$ cat src/verilog/tcf_pkg.sv
package tcf_pkg;

  // ---------------------------------------------------------------
  // timing
  // ---------------------------------------------------------------
  localparam int unsigned TCF_CLK_HZ = 250_000_000;
  localparam int unsigned TCF_CNT_W = 32;
  localparam int unsigned TCF_DEAD_TIME_US = 100;
  localparam real TCF_TON_S = 0.22;
  localparam real TCF_TOFF_S = 1.3;
  localparam logic [31:0] TCF_DEAD_CYC = 32'(longint'(TCF_DEAD_TIME_US) * TCF_CLK_HZ / 1_000_000);
  localparam logic [31:0] TCF_TON_CYC = 32'(longint'(TCF_TON_S * TCF_CLK_HZ));
  localparam logic [31:0] TCF_TOFF_CYC = 32'(longint'(TCF_TOFF_S * TCF_CLK_HZ));

  // ---------------------------------------------------------------
  // variants and reset values
  // ---------------------------------------------------------------
  localparam logic TCF_VAR_TACH = 1'b0;
  localparam logic TCF_VAR_ALARM = 1'b1;
  localparam logic TCF_POLE_RST = 1'b0;

  typedef enum logic [2:0] {
    TCF_ST_RUN = 3'b001,
    TCF_ST_DEAD = 3'b010,
    TCF_ST_OFF = 3'b100
  } tcf_state_t;

  typedef struct packed {
    tcf_state_t st;
    logic pole;
    logic sel;
    logic locked;
    logic [TCF_CNT_W-1:0] cnt;
    logic coil_a_on;
    logic coil_b_on;
    logic od_on;
  } tcf_regs_t;

endpackage

$ cat src/verilog/tcf_commutation.sv
// Functional notes
// - north pole: coil a released, coil b driven on.
// - south pole: coil a driven on, coil b released.
// - between thresholds the pole holds, giving hysteresis of at least 2 mT.
// - tach variant: shared output follows the pole, one level change per change.
// - alarm variant: shared output driven low while spinning normally.
// - alarm variant: output released high when pole changes become too rare.
// - locked or too slow rotor: both coil drivers turned off.
// - while locked, restart attempt after each 1.3 s off period until rotation resumes.
// - retry on/off timing keeps average drive near one seventh.
// - right after power-on the alarm output is held low.
// - no commutation within the on window after power-on releases the alarm.
// - each commutation inserts a dead time with both coil drivers off.
`timescale 1ns/100ps
`default_nettype none
module tcf_commutation import tcf_pkg::*; #(
  parameter logic VARIANT = TCF_VAR_TACH,
  parameter logic [31:0] DEAD_CYC = TCF_DEAD_CYC,
  parameter logic [31:0] TON_CYC = TCF_TON_CYC,
  parameter logic [31:0] TOFF_CYC = TCF_TOFF_CYC
) (
  input wire logic ref_clk,
  input wire logic rstn,
  input wire logic field_south,
  input wire logic field_north,
  input wire logic coil_a_drive_in,
  output logic coil_a_drive_o,
  output logic coil_a_drive_oe,
  input wire logic coil_b_drive_in,
  output logic coil_b_drive_o,
  output logic coil_b_drive_oe,
  input wire logic status_pin_in,
  output logic status_pin_o,
  output logic status_pin_oe
);

  // ---------------------------------------------------------------
  // state
  // ---------------------------------------------------------------
  tcf_regs_t s_r;
  tcf_regs_t s_nxt;
  logic pole_chg;

  function automatic logic cnt_done(input logic [TCF_CNT_W-1:0] c, input logic [31:0] lim);
    cnt_done = (c >= lim - 32'h0000_0001);
  endfunction

  // a coil conducts only in the run state and only on its own pole side
  function automatic logic coil_drive(input tcf_state_t st, input logic sel, input logic side);
    coil_drive = (st == TCF_ST_RUN) && (sel == side);
  endfunction

  // ---------------------------------------------------------------
  // next state
  // ---------------------------------------------------------------
  always_comb begin
    s_nxt = s_r;
    s_nxt.cnt = s_r.cnt + 32'h0000_0001;
    // hysteresis: only a crossing of either threshold moves the pole
    if (field_south) begin
      s_nxt.pole = 1'b1;
    end else if (field_north) begin
      s_nxt.pole = 1'b0;
    end
    pole_chg = (s_nxt.pole != s_r.pole);
    unique case (s_r.st)
      TCF_ST_RUN: begin
        if (pole_chg) begin
          s_nxt.st = TCF_ST_DEAD;
          s_nxt.cnt = '0;
          s_nxt.locked = 1'b0;
        end else if (cnt_done(s_r.cnt, TON_CYC)) begin
          s_nxt.st = TCF_ST_OFF;
          s_nxt.cnt = '0;
          s_nxt.locked = 1'b1;
        end
      end
      TCF_ST_DEAD: begin
        if (cnt_done(s_r.cnt, DEAD_CYC)) begin
          s_nxt.st = TCF_ST_RUN;
          s_nxt.sel = s_nxt.pole;
          s_nxt.cnt = '0;
        end
      end
      TCF_ST_OFF: begin
        if (cnt_done(s_r.cnt, TOFF_CYC)) begin
          s_nxt.st = TCF_ST_RUN;
          s_nxt.sel = s_nxt.pole;
          s_nxt.cnt = '0;
        end
      end
      default: begin
        s_nxt.st = TCF_ST_OFF;
        s_nxt.cnt = '0;
      end
    endcase
    s_nxt.coil_a_on = coil_drive(s_nxt.st, s_nxt.sel, 1'b1);
    s_nxt.coil_b_on = coil_drive(s_nxt.st, s_nxt.sel, 1'b0);
    if (VARIANT == TCF_VAR_ALARM) begin
      s_nxt.od_on = !s_nxt.locked;
    end else begin
      s_nxt.od_on = !s_nxt.pole;
    end
  end

  always_ff @(posedge ref_clk or negedge rstn) begin
    if (!rstn) begin
      s_r <= '{
        st: TCF_ST_RUN,
        pole: TCF_POLE_RST,
        sel: TCF_POLE_RST,
        locked: 1'b0,
        cnt: '0,
        coil_a_on: 1'b0,
        coil_b_on: 1'b0,
        od_on: 1'b1
      };
    end else begin
      s_r <= s_nxt;
    end
  end

  // ---------------------------------------------------------------
  // pins
  // ---------------------------------------------------------------
  assign coil_a_drive_o = 1'b0;
  assign coil_b_drive_o = 1'b0;
  assign status_pin_o = 1'b0;
  assign coil_a_drive_oe = s_r.coil_a_on;
  assign coil_b_drive_oe = s_r.coil_b_on;
  assign status_pin_oe = s_r.od_on;
endmodule
`default_nettype wire

$ cat config.mk
export PLATFORM = sky130hd
export DESIGN_NAME = tcf_commutation
export DESIGN_NICKNAME = d
export VERILOG_FILES = /design/src/verilog/tcf_pkg.sv /design/src/verilog/tcf_commutation.sv
export SDC_FILE = /design/constraint.sdc
export NUM_CORES = 1
export LEC_CHECK = 0
export ABC_AREA = 1
export ABC_CLOCK_PERIOD_IN_PS = 1800
export BUFFER_PORTS_ARGS = -buffer_cell sky130_fd_sc_hd__buf_2
export CORE_MARGIN = 2
export CORE_UTILIZATION = 40
export CTS_BUF_LIST = sky130_fd_sc_hd__clkbuf_4 sky130_fd_sc_hd__clkbuf_8
export DETAILED_ROUTE_END_ITERATION = 10
export GPL_ROUTABILITY_DRIVEN = 0
export HOLD_SLACK_MARGIN = 0.15
export PLACE_DENSITY_LB_ADDON = 0.12
export SETUP_SLACK_MARGIN = 0.4
export SLEW_MARGIN = 20
export SYNTH_ARGS = -nofsm -noshare
export SYNTH_HDL_FRONTEND = slang
export SYNTH_SLANG_ARGS = --single-unit
$ cat constraint.sdc
create_clock -name ref_clk -period 1.8 [get_ports ref_clk]
set_input_delay 0.18 -clock ref_clk [delete_from_list [all_inputs] [get_ports ref_clk]]
set_output_delay 0.18 -clock ref_clk [all_outputs]
set_load 0.1 [all_outputs]
==> Yosys cells after proc, flatten, opt, wreduce, memory -nomap -nowiden <==
Cells that the tools add are included.
W data, S select, Z words.
{ "classes": {"n_mux": 15, "n_lt_le_gt_ge": 3, "n_reduce_logical": 3, "eq_ne": 5, "addsub": 1, "bitwise": 1} }
{ "op_table": {"columns": ["op", "count"], "rows": [
  ["$mux W32", 4],
  ["$pmux W32 S3", 1],
  ["$add A32 B1 Y32 const B", 1],
  ["$ge A32 B15 Y1 const B", 1],
  ["$ge A32 B26 Y1 const B", 1],
  ["$ge A32 B29 Y1 const B", 1],
  ["$mux W3", 4],
  ["$pmux W3 S3", 1],
  ["$eq A3 B1 Y1 const B", 2],
  ["$mux W1", 4],
  ["$eq A3 B2 Y1 const B", 1],
  ["$eq A3 B3 Y1 const B", 1],
  ["$logic_and A1 B1 Y1", 2],
  ["$pmux W1 S2", 1],
  ["$logic_not A1 Y1", 1],
  ["$ne A1 B1 Y1", 1],
  ["$not A1 Y1", 1]
]} }
{ "totals": {"out_inout_bits": 6, "inputBits": 7, "regBits": 40, "wordCells": 35} }

==> Longest topological paths before layout <==
Gate-level depths: netlist (run 1).
{ "depth": {"word_depth": 7, "mapped_depth": 13} }

==> Worst setup path after synthesis (run 1) <==
Ideal clock, no wire load.
{ "synth_timing": {"path_type": "register to register", "start": "register s_r[3] (netlist bit)", "end": "register s_r[9] (netlist bit)", "n_path_buf": 1, "t_arrival_ps": 1503, "path_slack_ps": 185, "stages_incl_launch_ff": 12, "t_required_ps": 1688, "setup_time_ps": 112, "path_cell_list": "dfrtp_1 > ha_1 > nand3_1 > o21ai_0 > nand2_1 > nand2_1 > nand2_2 > nand3_4 > nand3_4 > buf_8 > nand3b_2 > inv_2"} }
{ "synth_rtl": {"columns": ["item", "line", "source"], "rows": [
  ["start, declared", "tcf_commutation.sv:40", "tcf_regs_t s_r;"],
  ["start signal, assigned", "tcf_commutation.sv:108", "s_r <= '{"],
  ["start signal, assigned", "tcf_commutation.sv:119", "s_r <= s_nxt;"]
]} }

==> impl_metrics.json, run 1 <==
{
  "clockBufferDepth": 2,
  "areaGrowthSynthToFinish_pct": 36.5,
  "rsz0062_at_grt": "yes",
  "ys_warn_count": 0,
  "grt_usage_pct": 21.3,
  "n_antenna_cell": 0,
  "cp_slowest_cell": "dfrtp_1",
  "firstDrtPassIters": 5,
  "initial_utilization_pct": 41.9,
  "cts_tree": "done",
  "cp.arrival_ns": 1.94,
  "cp_common_cell": "nand2_2",
  "grt-ovfl-total": 0,
  "drv_slew": 0,
  "rows": 29,
  "tightestPinTransition_ns": 0.593,
  "first_global_vias": 2588,
  "hpwl_mm": 5.09,
  "status": "complete, no violations",
  "syn_inst": 379,
  "critPathTopFamily": "simple AND/OR/NAND/NOR gates",
  "cts.sinks": 40,
  "wirelength_mm": 7.63,
  "io_buffer_count": 6,
  "cts_buffers": 5,
  "die_area_sq_mm": 0.00744,
  "fin_setup_tns_ns": 0,
  "nets": 446,
  "hold_class": "in -> reg",
  "first_iter_violations": 171,
  "start_kind": "flip-flop",
  "die_w_um": 86.3,
  "crit_chain": "nand2_2, buf_6, o21ai_2, nand2_1, nand2_2, nand2_2, nand3_4, nand3_4, buf_12, nor2b_4",
  "ys_seq_area_share_pct": 37.1,
  "required_ns": 1.99,
  "ys_types": 38,
  "ant_nets": 0,
  "h-tree-depth": 2,
  "wl_per_cell_um": 14.8,
  "via_count": 2656,
  "worstSetupPathType": "reg -> reg",
  "clk_pin_slew_ns": 0.09,
  "crit_fanout": 6,
  "critPathCaptureType": "flip-flop",
  "grt_pass1_wl_mm": 12.4,
  "critPathMaxStageDelay_ns": 0.42,
  "final_hold_viol_count": 0,
  "syn_area_sq_mm": 0.00271,
  "p_per_area_mw_per_mm2": 634,
  "p_leak_uw": 0.00176,
  "io-pin-count": 13,
  "avgSynthCellArea_sq_um": 7.14,
  "peakVddDrop_uv": 344,
  "hold_slack_ns": 0.316,
  "clock-root-buffer": "clkbuf_8",
  "fp.coreArea_sq_mm": 0.00646,
  "antenna_found_initial": 0,
  "setup_viol": 0,
  "synth.ff_latch_count": 40,
  "timing.fmax_mhz": 572,
  "cap_violations": 0,
  "fp.dieH_um": 86.3,
  "period_share_pct": 97.2,
  "avgViaCountPerCell": 5.15,
  "clk_latency_ns": 0.30,
  "relSlewSlack_pct": 60.2,
  "fin_crit_ns": 1.75,
  "fin_worst_skew_ns": 0.0113,
  "drive_gt1_share_pct": 43.1,
  "grt_max_degree": 41,
  "worstPathBufferInverterCount": 2,
  "drc": 0
}
## timing repair
| item | CTS | global route |
|---|---|---|
| gates resized for setup | 43 | 51 |
| hold buffers | 2 | 0 |
| pin swaps | 24 | 21 |
| gates cloned | 2 | 1 |
| setup endpoints to repair | 36 | 35 |
| endpoints found under the hold margin | 40 | 0 |
| buffers inserted | 24 | 7 |
## per-layer routing
metal / wire length, um / global-route usage (%) / share of wire, %
met1: 3490 / 28.9 / 46
met2: 3510 / 34.7 / 46
met3: 401 / 4.00 / 5.3
met4: 236 / 6.68 / 3.1
met5: 0 / 0 / 0
## stage by stage
stage | std cells | power [uW] | cell area [sq um] | util, % | setup WS (ns)
floorplan | 384 | 1390 | 2790 | - | 0.308
global placement | 472 | 1470 | 2960 | 45.8 | 0.0672
detailed placement | 472 | 1480 | 2960 | 45.8 | 0.0532
CTS | 508 | 2320 | 3450 | 53.5 | 0.108
global route | 516 | 2450 | 3690 | 57.2 | -0.0296
finish | 516 | 2340 | 3690 | 57.2 | 0.0507
## worst register-to-register path, stage by stage, from the launching register on
cell and delay [ns]:
dfrtp_1 0.42, nand2_2 0.12, buf_6 0.14, o21ai_2 0.13
nand2_1 0.07, nand2_2 0.08, nand2_2 0.07, nand3_4 0.09
nand3_4 0.19, buf_12 0.21, nor2b_4 0.12
## cell type report
class,instances,area (sq um)
tap,77,96.3
multi-input combinational,268,1720
clock inverter,3,42.5
clock buffer,5,68.8
inverter,70,263
timing repair buffer,53,483
fill,593,2760
sequential,40,1020
## cells by family (layout without fill, tap and decap cells)
kind of cell	after synthesis	count (layout)	synth area share, %
other	1	6	0.138
buffers and inverters	76	131	11.9
XOR/XNOR	8	8	2.59
adder cells (fa/ha/maj)	1	1	0.462
AO/OA/AOI/OAI	20	20	4.48
AND/OR/NAND/NOR	233	233	43.3
flip-flops	40	40	37.1
## synthesized netlist by cell type
cell | instances | area (sq um)
a21o_1 | 1 | 7.51
a21oi_1 | 3 | 15.0
a21oi_2 | 2 | 17.5
a31oi_1 | 6 | 37.5
and3_1 | 1 | 6.26
and3b_1 | 1 | 8.76
buf_4 | 3 | 22.5
buf_6 | 2 | 22.5
buf_8 | 1 | 15.0
clkinv_1 | 1 | 3.75
conb_1 | 1 | 3.75
dfrtp_1 | 38 | 951
dfstp_2 | 2 | 52.6
ha_1 | 1 | 12.5
inv_1 | 62 | 233
inv_2 | 7 | 26.3
nand2_1 | 89 | 334
nand2_2 | 7 | 43.8
nand3_1 | 31 | 155
nand3_2 | 9 | 90.1
nand3_4 | 3 | 52.6
nand3b_2 | 2 | 22.5
nand3b_4 | 1 | 20.0
nand4_1 | 11 | 68.8
nand4_4 | 1 | 21.3
nor2_1 | 51 | 191
nor2_2 | 5 | 31.3
nor2_4 | 2 | 22.5
nor2b_1 | 2 | 12.5
nor3_1 | 12 | 60.1
nor3b_1 | 1 | 7.51
nor4_1 | 2 | 12.5
o21ai_0 | 6 | 30.0
o21ai_1 | 1 | 5.00
o311ai_0 | 1 | 8.76
or2_2 | 2 | 12.5
xnor2_1 | 1 | 8.76
xor2_1 | 7 | 61.3
## sequential cells by signal, indices dropped and copies added (netlist names)
| signal | cells |
|---|---|
| coil_a_drive_oe | 1 |
| coil_b_drive_oe | 1 |
| s_r | 37 |
| status_pin_oe | 1 |
## cells in the final DEF, fill, tap and decap left out, types with 6 or more instances in the layout
cell type	synthesis	layout
nor2_4	2	6
nand4_1	11	11
nand2_1	89	68
buf_4	3	37
nand3_2	9	16
nand3_4	3	6
nor2_1	51	36
nor2_2	5	16
inv_1	62	50
conb_1	1	6
inv_2	7	19
dfrtp_2	0	11
nand3_1	31	21
nor3_1	12	6
dfrtp_1	38	27
nand2_2	7	26
## where the power goes
group          internal (uW)  switching [uW]  leakage [uW]  total, uW
Sequential               969            34.3      0.000517       1000
Combinational            188             398       0.00119        586
Clock                    411             341     0.0000541        751
## worst paths after layout
path	slack [ns]	start	endpoint	depth (start not counted)
setup / recovery	0.05	s_r[7]	s_r[25]	10
hold / removal	0.32	field_south	s_r[39]	5
setup reg to reg	0.05	s_r[7]	s_r[25]	10
hold reg to reg	0.57	s_r[36]	coil_a_drive_oe	2
max in group asynchronous	0.94	rstn	s_r[17]	3
min in group asynchronous	0.47	rstn	s_r[21]	3
Note: power is estimated with default switching activity, not from simulation.
==> inputs of run 2 (changes only) <==
ABC_CLOCK_PERIOD_IN_PS = 1600   (was 1800)
CORE_UTILIZATION = 30   (was 40)
clock period = 1.6 ns   (was 1.8 ns; I/O delays follow)
==> impl_metrics.json, run 2 (same netlist as run 1, synthesis figures left out) <==
{
  "die_w_um": 99,
  "clk_pin_slew_ns": 0.09,
  "top_register": "s_r",
  "io_buffer_count": 6,
  "wirelength_mm": 7.76,
  "seq_area_sq_mm": 0.00101,
  "status": "complete, but fails checks",
  "met1_length_mm": 3.80,
  "postCtsHoldBufs": 1,
  "crit_fanout": 7,
  "first_global_vias": 2642,
  "p_int_uw": 1810,
  "rows": 34,
  "r2r_cells": 10,
  "grt_pass1_wl_mm": 13.2,
  "start_kind": "flip-flop",
  "firstDrtPassIters": 4,
  "fin_crit_ns": 1.75,
  "critPathCaptureType": "flip-flop",
  "h-tree-depth": 2,
  "drv_slew": 0,
  "required_ns": 1.80,
  "route.met2.wl_mm": 3.64,
  "combPwrFrac_pct": 25.7,
  "clk_latency_ns": 0.31,
  "avgViaCountPerCell": 4.57,
  "fp.coreArea_sq_mm": 0.00872,
  "pwr-share-seq_pct": 41.6,
  "design_area_sq_mm": 0.00392,
  "cap_violations": 0,
  "cp.arrival_ns": 1.94,
  "cts_buffers": 5,
  "wl_met3_um": 192,
  "n_antenna_cell": 0,
  "rr_endpoint": "s_r[25]",
  "fillCellCount": 876,
  "final_core_util_pct": 44.9,
  "grt_max_degree": 22,
  "drc": 0,
  "hold_end": "status_pin_oe",
  "fin_worst_skew_ns": 0.0105,
  "switching_share_pct": 33.5,
  "worstSetupPathType": "reg -> reg",
  "p_leak_uw": 0.00191,
  "tightestPinTransition_ns": 0.609,
  "timing.fmax_mhz": 573,
  "final_hold_viol_count": 0,
  "hold_depth": 3,
  "grt-ovfl-total": 0,
  "clock-root-buffer": "clkbuf_8",
  "nets": 481,
  "io-pin-count": 13,
  "areaGrowthSynthToFinish_pct": 44.7,
  "p_per_area_mw_per_mm2": 693,
  "hold_class": "in -> reg",
  "initial_utilization_pct": 31.0,
  "final_cell_mix": "buf_4, nand2_1, inv_1",
  "hold_start": "field_south",
  "worstReg2RegStart": "s_r[3]",
  "antenna_found_initial": 0,
  "place_area_sq_mm": 0.00346,
  "layout_commonest_cell": "buf_4",
  "ant_nets": 0,
  "r2r_slack_ns": -0.15,
  "hpwl_mm": 6.12,
  "relSlewSlack_pct": 59.1,
  "violations": "negative setup slack",
  "die_area_sq_mm": 0.00980,
  "clockBufferDepth": 2,
  "cts_tree": "done",
  "p_clk_share_pct": 32.7,
  "rsz0062_at_grt": "yes",
  "period_share_pct": 109,
  "wl_per_cell_um": 13.3,
  "grt_usage_pct": 17.1,
  "setup_viol": 30,
  "fin_ws_ns": -0.146,
  "peakVddDrop_uv": 397,
  "power.switching_uw": 909,
  "startpoint": "s_r[3]",
  "dr.max_layer_used": "met4",
  "multi_input_area_sq_mm": 0.00165,
  "cts.sinks": 40,
  "largest_register_ffs": 37,
  "first_iter_violations": 95,
  "via_count": 2659,
  "drive_gt1_share_pct": 43.5,
  "fp.dieH_um": 99
}
==> run 2: final cells by class <==
| cell class | instances | share of cell area (%) |
|---|---|---|
| multi-input cells | 268 | 42.1 |
| flip-flops and latches | 40 | 25.8 |
| repair buffers | 88 | 18.9 |
| inverters | 70 | 6.71 |
| well taps | 108 | 3.45 |
| clock buffers | 5 | 1.76 |
| clock inverters | 3 | 1.21 |
==> run 2: what timing repair did <==
action                                 in CTS  in global routing
gates cloned                                1                  0
endpoints found under the hold margin      19                  1
setup endpoints to repair                  38                 36
resized for setup                          36                 37
buffers inserted                            7                  3
pin swaps                                  11                  8
==> run 2: worst max-delay path by stage <==
stage,end,slack [ns],cells after the start
finish,s_r[25],-0.15,10
global route,s_r[30],-0.22,10
CTS,s_r[28],-0.1,10
detailed placement,s_r[9],-0.11,11
global placement,s_r[28],-0.11,10
floorplan,s_r[9],0.11,11
==> run 2: through the flow <==
stage                     hold slack, ns  setup WS (ns)  instances  total power, uW  setup TNS, ns
after floorplan                   -0.136          0.108        384             1570              0
after global placement             0.168         -0.109        562             1710          -1.57
after detailed placement           0.171         -0.113        562             1720          -2.09
after CTS                         0.0967        -0.0991        579             2700          -1.93
after global routing               0.110         -0.217        582             2860          -5.34
final                              0.111         -0.146        582             2720          -2.46
==> run 2: critical path, cell delays in order (launching register included) <==
cell     delay, ns
dfrtp_1       0.42
ha_4          0.21
nand3_4       0.08
o21ai_2       0.13
nand2_1       0.09
nand2_2       0.08
nand2_2       0.07
nand3_4       0.08
nand3_4       0.14
buf_12        0.19
nor2b_2       0.14
==> run 2: metal layers <==
metal,up-vias,global-route usage [%]
li1,1375,-
met1,1236,23.8
met2,38,27.8
met3,10,2.62
met4,0,4.53
met5,-,0
==> run 2: power by group through the flow <==
stage          clock (uW)  combinational (uW)  sequential (uW)
3_5_place_dp            0                 570             1150
6_report              887                 697             1130
3_3_place_gp            0                 568             1140
4_1_cts               921                 650             1130
5_1_grt               962                 754             1140
2_1_floorplan           0                 307             1260
